[config.mk]
export PLATFORM = sky130hd
export DESIGN_NAME = regulator_settings_bank
export DESIGN_NICKNAME = d
export VERILOG_FILES = /design/src/core/regulator_settings_pkg.sv /design/src/core/regulator_settings_bank.sv
export VERILOG_INCLUDE_DIRS = /design/src /design/src/core
export SDC_FILE = /design/constraint.sdc
export NUM_CORES = 1
export LEC_CHECK = 0
export CORE_ASPECT_RATIO = 1.5
export CORE_UTILIZATION = 45
export DETAILED_ROUTE_END_ITERATION = 12
export DONT_BUFFER_PORTS = 1
export HOLD_SLACK_MARGIN = 0.02
export PLACE_DENSITY_LB_ADDON = 0.1
export SETUP_SLACK_MARGIN = 0.5
export SYNTH_ARGS = -nofsm -noshare
export SYNTH_HDL_FRONTEND = slang
export SYNTH_SLANG_ARGS = --single-unit
[constraint.sdc]
create_clock -name ref_clk -period 4.15 [get_ports ref_clk]
set_input_delay 0.2075 -clock ref_clk [delete_from_list [all_inputs] [get_ports ref_clk]]
set_output_delay 0.2075 -clock ref_clk [all_outputs]
set_load 0.02 [all_outputs]
[src/core/regulator_settings_defs.svh]
`ifndef REGULATOR_SETTINGS_DEFS_SVH
`define REGULATOR_SETTINGS_DEFS_SVH

// ****************************************************************
// Register offsets.
// ****************************************************************
`define OFS_RAIL1        8'h01
`define OFS_RAIL2        8'h02
`define OFS_RAIL3        8'h03
`define OFS_RAIL4        8'h04
`define OFS_RAIL5        8'h05
`define OFS_BUCK_FIRST   8'h06
`define OFS_BUCK_SECOND  8'h07
`define OFS_ENABLE       8'h08

// ****************************************************************
// Reset values.
// ****************************************************************
`define RST_RAIL1        8'h39
`define RST_RAIL2        8'h79
`define RST_RAIL3        8'h8c
`define RST_RAIL4        8'hbe
`define RST_RAIL5        8'hd1
`define RST_BUCK_FIRST   8'h15
`define RST_BUCK_SECOND  8'h13
`define RST_ENABLE       8'h80

// ****************************************************************
// Field positions and writable masks.
// ****************************************************************
`define DELAY_MSB        7
`define DELAY_LSB        5
`define VOLT_MSB         4
`define VOLT_LSB         0
`define FORCED_PWM_BIT   5
`define SELECT_BIT       7
`define BUCK_EN_BIT      5
`define MASK_FULL        8'hff
`define MASK_BUCK_SECOND 8'h3f
`define MASK_ENABLE      8'hbf

// ****************************************************************
// Timing.
// ****************************************************************
`define TICK_US          128
`define CLK_MHZ          50
`define TICK_LAST        4'h8

`endif

[src/core/regulator_settings_pkg.sv]
package regulator_settings_pkg;

  typedef enum logic [1:0] {
    SEQ_IDLE  = 2'b00,
    SEQ_COUNT = 2'b01,
    SEQ_DONE  = 2'b10
  } seq_state_e;

  typedef logic [7:0] reg_byte_t;

endpackage

[src/core/regulator_settings_bank.sv]
`timescale 1ns/1ps
`default_nettype none
`include "regulator_settings_defs.svh"

module regulator_settings_bank
  import regulator_settings_pkg::*;
#(
  parameter int TICK_CYCLES = `TICK_US * `CLK_MHZ
) (
  input  wire logic       ref_clk,
  input  wire logic       rst_b,
  input  wire logic       hw_enable_pin,
  input  wire logic [7:0] reg_addr,
  input  wire logic [7:0] reg_wdata,
  input  wire logic       reg_wr,
  input  wire logic       reg_rd,
  output var  logic [7:0] reg_rdata,
  output var  logic       reg_rvalid,
  output var  logic [4:0] rail_on,
  output var  logic [44:0] rail_level_10mv,
  output var  logic       buck_on,
  output var  logic [7:0] buck_level_10mv,
  output var  logic       buck_forced_pwm,
  output var  logic       sequence_done
);

  // ****************************************************************
  // Register file.
  // ****************************************************************
  localparam int NREG = 9;

  reg_byte_t  regs [NREG];
  reg_byte_t  reset_val [NREG];
  reg_byte_t  write_mask [NREG];
  logic [3:0] reg_index;
  logic       reg_hit;

  assign reset_val[0] = 8'h00;
  assign reset_val[1] = `RST_RAIL1;
  assign reset_val[2] = `RST_RAIL2;
  assign reset_val[3] = `RST_RAIL3;
  assign reset_val[4] = `RST_RAIL4;
  assign reset_val[5] = `RST_RAIL5;
  assign reset_val[6] = `RST_BUCK_FIRST;
  assign reset_val[7] = `RST_BUCK_SECOND;
  assign reset_val[8] = `RST_ENABLE;

  // Offset zero holds a register outside this block, so nothing is writable there.
  assign write_mask[0] = 8'h00;
  assign write_mask[1] = `MASK_FULL;
  assign write_mask[2] = `MASK_FULL;
  assign write_mask[3] = `MASK_FULL;
  assign write_mask[4] = `MASK_FULL;
  assign write_mask[5] = `MASK_FULL;
  assign write_mask[6] = `MASK_FULL;
  assign write_mask[7] = `MASK_BUCK_SECOND;
  assign write_mask[8] = `MASK_ENABLE;

  assign reg_hit   = (reg_addr >= `OFS_RAIL1) && (reg_addr <= `OFS_ENABLE);
  assign reg_index = reg_addr[3:0];

  // Reset constants are the printed register values, not the buck table defaults.
  genvar gi;
  generate
    for (gi = 0; gi < NREG; gi++) begin : g_reg
      always_ff @(posedge ref_clk or negedge rst_b) begin
        if (!rst_b) begin
          case (gi)
            1: regs[gi] <= `RST_RAIL1;
            2: regs[gi] <= `RST_RAIL2;
            3: regs[gi] <= `RST_RAIL3;
            4: regs[gi] <= `RST_RAIL4;
            5: regs[gi] <= `RST_RAIL5;
            6: regs[gi] <= `RST_BUCK_FIRST;
            7: regs[gi] <= `RST_BUCK_SECOND;
            8: regs[gi] <= `RST_ENABLE;
            default: regs[gi] <= 8'h00;
          endcase
        end else if (reg_wr && reg_hit && (reg_index == 4'(gi))) begin
          regs[gi] <= reg_wdata & write_mask[gi];
        end
      end
    end
  endgenerate

  // Unmapped offsets read as zero so a stray pointer never returns stale data.
  always_ff @(posedge ref_clk or negedge rst_b) begin
    if (!rst_b) begin
      reg_rdata  <= 8'h00;
      reg_rvalid <= 1'b0;
    end else begin
      reg_rvalid <= reg_rd;
      if (reg_rd) begin
        reg_rdata <= reg_hit ? regs[reg_index] : 8'h00;
      end
    end
  end

  // ****************************************************************
  // Startup tick and sequencer.
  // ****************************************************************
  logic [15:0] tick_div;
  logic        tick;
  logic [3:0]  tick_count;
  seq_state_e  seq_state;

  assign tick = (tick_div == 16'(TICK_CYCLES - 1));

  always_ff @(posedge ref_clk or negedge rst_b) begin
    if (!rst_b) begin
      tick_div <= 16'h0000;
    end else if (!hw_enable_pin || tick) begin
      tick_div <= 16'h0000;
    end else begin
      tick_div <= tick_div + 16'h0001;
    end
  end

  // The count saturates once the longest delay code has expired.
  always_ff @(posedge ref_clk or negedge rst_b) begin
    if (!rst_b) begin
      seq_state  <= SEQ_IDLE;
      tick_count <= 4'h0;
    end else begin
      case (seq_state)
        SEQ_IDLE: begin
          tick_count <= 4'h0;
          if (hw_enable_pin) begin
            seq_state <= SEQ_COUNT;
          end
        end
        SEQ_COUNT: begin
          if (!hw_enable_pin) begin
            seq_state  <= SEQ_IDLE;
            tick_count <= 4'h0;
          end else if (tick) begin
            tick_count <= tick_count + 4'h1;
            if (tick_count + 4'h1 == `TICK_LAST) begin
              seq_state <= SEQ_DONE;
            end
          end
        end
        SEQ_DONE: begin
          if (!hw_enable_pin) begin
            seq_state  <= SEQ_IDLE;
            tick_count <= 4'h0;
          end
        end
        default: begin
          seq_state  <= SEQ_IDLE;
          tick_count <= 4'h0;
        end
      endcase
    end
  end

  always_ff @(posedge ref_clk or negedge rst_b) begin
    if (!rst_b) begin
      sequence_done <= 1'b1;
    end else begin
      sequence_done <= (seq_state != SEQ_COUNT);
    end
  end

  // ****************************************************************
  // Rail start and levels.
  // ****************************************************************
  function automatic logic [8:0] high_table(input logic [4:0] c);
    logic [8:0] v;
    v = 9'd170;
    if (c <= 5'd10)      v = 9'd170;
    else if (c == 5'd11) v = 9'd175;
    else if (c == 5'd12) v = 9'd180;
    else if (c == 5'd13) v = 9'd185;
    else if (c == 5'd14) v = 9'd190;
    else if (c == 5'd15) v = 9'd200;
    else if (c <= 5'd21) v = 9'd210 + 9'(10 * (c - 5'd16));
    else if (c <= 5'd29) v = 9'd265 + 9'(5 * (c - 5'd22));
    else if (c == 5'd30) v = 9'd310;
    else                 v = 9'd330;
    return v;
  endfunction

  function automatic logic [8:0] low_table(input logic [4:0] c);
    logic [8:0] v;
    v = 9'd120;
    if (c <= 5'd5)       v = 9'd120;
    else if (c <= 5'd17) v = 9'd125 + 9'(5 * (c - 5'd6));
    else if (c == 5'd18) v = 9'd185;
    else if (c == 5'd19) v = 9'd190;
    else if (c <= 5'd25) v = 9'd200 + 9'(10 * (c - 5'd20));
    else                 v = 9'd260 + 9'(5 * (c - 5'd26));
    return v;
  endfunction

  function automatic logic [7:0] buck_table(input logic [4:0] c);
    logic [7:0] v;
    v = 8'd80;
    if (c > 5'd1) v = 8'd80 + 8'(5 * (c - 5'd1));
    return v;
  endfunction

  // Equal codes on neighbouring rails start both in the same cycle; the hardware allows it.
  generate
    for (gi = 0; gi < 5; gi++) begin : g_rail
      logic [2:0] delay_code;
      logic [4:0] volt_code;
      assign delay_code = regs[gi + 1][`DELAY_MSB:`DELAY_LSB];
      assign volt_code  = regs[gi + 1][`VOLT_MSB:`VOLT_LSB];
      always_ff @(posedge ref_clk or negedge rst_b) begin
        if (!rst_b) begin
          rail_on[gi]                  <= 1'b0;
          rail_level_10mv[gi*9 +: 9]   <= 9'd0;
        end else begin
          rail_on[gi] <= hw_enable_pin && regs[8][gi] &&
                         (tick_count > {1'b0, delay_code});
          rail_level_10mv[gi*9 +: 9] <= (gi < 3) ? high_table(volt_code)
                                                 : low_table(volt_code);
        end
      end
    end
  endgenerate

  always_ff @(posedge ref_clk or negedge rst_b) begin
    if (!rst_b) begin
      buck_on         <= 1'b0;
      buck_level_10mv <= 8'd0;
      buck_forced_pwm <= 1'b0;
    end else begin
      buck_on <= hw_enable_pin && regs[8][`BUCK_EN_BIT] &&
                 (tick_count > {1'b0, regs[6][`DELAY_MSB:`DELAY_LSB]});
      buck_level_10mv <= regs[8][`SELECT_BIT]
                         ? buck_table(regs[6][`VOLT_MSB:`VOLT_LSB])
                         : buck_table(regs[7][`VOLT_MSB:`VOLT_LSB]);
      buck_forced_pwm <= regs[7][`FORCED_PWM_BIT];
    end
  end

endmodule // regulator_settings_bank
`default_nettype wire

==> metrics <==
FP Rows=76; vias in the first global route=roughly 10000; Max-Cap Viols=0; Net Count, Synth=~1600; DR WL/cell=~18 um; Place WS=706 ps; Post-DP HPWL=about 25000 um; failing checks=negative hold slack; Setup-failing EPs final=0; Avg Inst Size Synth=roughly 9.5 sq um; Congestion Overflow GR=0; CP endpoint kind=register; Die W=142 um; Iteration-0 DRC Markers=423; Boundary Pins=91; IO Port Bufs=0; Setup TNS=0 ps; Hold Vio Cnt, Final=~150; worst hold path type=in2async; Initial DRT Pass Iterations=5; Final Non-Filler Cells=~1800; Static Leak=between 6 and 7 nW; Max clock buf depth=2; RSZ-0062 raised after global routing=yes; starting density of the core=0.458; first-pass GRT wire length=about 53000 um; asr flop ratio synth=1.00; Root Driver=clkbuf_16; via count=between 9000 and 10000; die area=around 30000 sq um; Fillers=2789; CP max stage delay=640 ps; WS Path Type=reg2reg; synthesized flop and latch total=around 150; # hold bufs at CTS=11; Post-route DRC=0; most common cell after layout, fill and taps aside=ha_1; Skew-Pair Late Insertion Delay=approximately 450 ps; DIE HEIGHT=211 um; largest net degree at the start of global routing=roughly 150; core area=around 29000 sq um; VDD IR max=around 0.00029 V; max_slew headroom=0.238; clock skew=slightly below 6 ps; RePlAce Congestion=a little over 0.8; Total GRT Usage=0.228; fin area=between 10000 and 15000 sq um; Worst Max-Slew Pin Slew=between 1000 and 1500 ps; H-tree levels=4; PwrDens=just over 400 nW/um^2; crit-path max FO=9; Seq/Total Area, Yosys=0.294; Top FF cell, synth=dfrtp_1; final worst slack=764 ps; Post-synth EDFFs=0; Fin Hold WS=-551 ps; CP Cell Sequence=inv_1 > ha_1 > ha_1 > inv_1 > fa_1 > inv_1 > ha_1 > nor2_1 > a211oi_1 > a31oi_1 > xnor2_1 > nand3_1 > o221ai_1; fraction of layout instances using a drive strength above 1=0.105; CP Data Arrival Time=3700 ps; Slowest cell on crit path=dfstp_2; clk sink count=between 150 and 200; total CTS buffers=17; antenna-violating nets left=0; fmax=between 0.2 and 0.3 GHz; Mapped Area=between 10000 and 15000 sq um; Final Critical Period=~3400 ps; Cell Area, Placed=roughly 13000 sq um; routed vias/inst=approximately 5.5; Synth-to-Final Area Change=8.18%; Period Utilization, post-route=0.816; status=finished, violations left; Max Slew Vio Count=0; final-stage net count=between 1500 and 2000; CP Launch Type=register; Total Wirelength=between 30000 and 40000 um; synth unique cells=76; placed insts=roughly 1700; WP data required=4470 ps; CTS tree=yes; synthesized netlist cell count=1379; Worst-path clk slew=80 ps; initial antenna violation count=2; Inserted Diodes=0; commonest cells after routing, fill and taps aside=ha_1 (199), inv_1 (151), dfrtp_1 (122); Synth Warn #=0
==> sequential cells by signal (all words and copies together) (netlist names) <==
name / flops
buck_level_10mv: 8
rail_on: 5
g_rail.volt_code: 25
seq_state: 2
reg_rdata: 8
regs: 21
tick_count: 4
tick_div: 16
g_rail.delay_code: 15
sequence_done: 1
buck_forced_pwm: 1
reg_rvalid: 1
rail_level_10mv: 45
buck_on: 1
==> through the flow <==
stage,total power [mW],util,hold WS (ps)
floorplan,3.80,-,-88.1
global placement,4.27,0.470,-83.1
detailed placement,4.29,0.470,-82.9
CTS,5.99,0.495,-579
global route,6.36,0.496,-578
finish,5.92,0.496,-551
==> final cells by class <==
type                            instances  area, sq um  share of cell area
Multi-Input combinational cell       1030         8530               0.599
Clock inverter                         15          196              0.0138
Tap cell                              390          488              0.0343
Inverter                              151          567              0.0398
Timing Repair Buffer                   18          163              0.0114
Sequential cell                       153         3870               0.272
Clock buffer                           17          425              0.0299
==> metal layers <==
metal  up-vias  GRT usage  part of all wire
met1      4772      0.252              0.40
met2       164      0.435              0.55
met4         4     0.0653             0.016
li1       4806          -                 -
met5         -          0           0.00087
met3        39     0.0455             0.034
==> final timing paths <==
path | from | to | slack, ps | depth (start not counted)
min in group ref_clk | reg_addr[2] | reg_rdata[1]$_DFFE_PN0P_ | 40 | 2
setup reg to reg | g_rail[3].volt_code[1]$_DFFE_PN1P_ | rail_level_10mv[35]$_DFF_PN0_ | 760 | 13
hold / removal | rst_b | rail_on[2]$_DFF_PN0_ | -550 | 0
hold reg to reg | regs[13]$_DFFE_PN0P_ | buck_forced_pwm$_DFF_PN0_ | 450 | 0
setup / recovery | g_rail[3].volt_code[1]$_DFFE_PN1P_ | rail_level_10mv[35]$_DFF_PN0_ | 760 | 13
max in group asynchronous | rst_b | g_rail[2].delay_code[2]$_DFFE_PN1P_ | 4380 | 0
==> power breakdown <==
part	switching (mW)	internal [mW]
logic	1.24	1.04
clock network	0.810	0.828
registers	0.319	1.68
total	2.37	3.55
==> kinds of logic (layout without fill, tap and decap cells) <==
family | count (synthesis) | after routing | synth area share
fa+ha+maj | 226 | 226 | 0.230
simple gates | 308 | 308 | 0.118
buf+inv | 196 | 201 | 0.0583
mux | 57 | 57 | 0.0549
compound gates | 312 | 312 | 0.160
flops | 153 | 153 | 0.294
xor+xnor | 127 | 127 | 0.0845
==> timing repair <==
action                                  4_1_cts  5_1_grt
endpoints found under the hold margin       236      153
gates resized for setup                       0        2
buffers inserted                              0        2
endpoints found under the setup margin        0        3
==> critical path: cells and delay by family (launching register included) <==
| kind | cells | cell delay, ps |
|---|---|---|
| AND/OR/NAND/NOR | 2 | 130 |
| AO/OA/AOI/OAI | 3 | 580 |
| flip-flops | 1 | 640 |
| XOR/XNOR | 1 | 140 |
| adder cells (fa/ha/maj) | 4 | 1540 |
| buffers and inverters | 3 | 240 |
==> synth_stat cells (all sizes together), types with 18 or more instances <==
master | count | area, sq um
buf | 27 | 133
mux2 | 43 | 507
nor2 | 67 | 267
dfstp | 30 | 788
a31oi | 26 | 163
xnor2 | 85 | 744
a21oi | 67 | 335
o21ai | 71 | 355
clkbuf | 18 | 67.6
a21o | 28 | 210
inv | 151 | 567
nand2 | 112 | 445
dfrtp | 123 | 3080
nor3 | 19 | 105
nor2b | 22 | 153
fa | 27 | 541
ha | 199 | 2490
nand3 | 31 | 168
xor2 | 42 | 368
No activity file was read; power rests on OpenSTA's default activity.
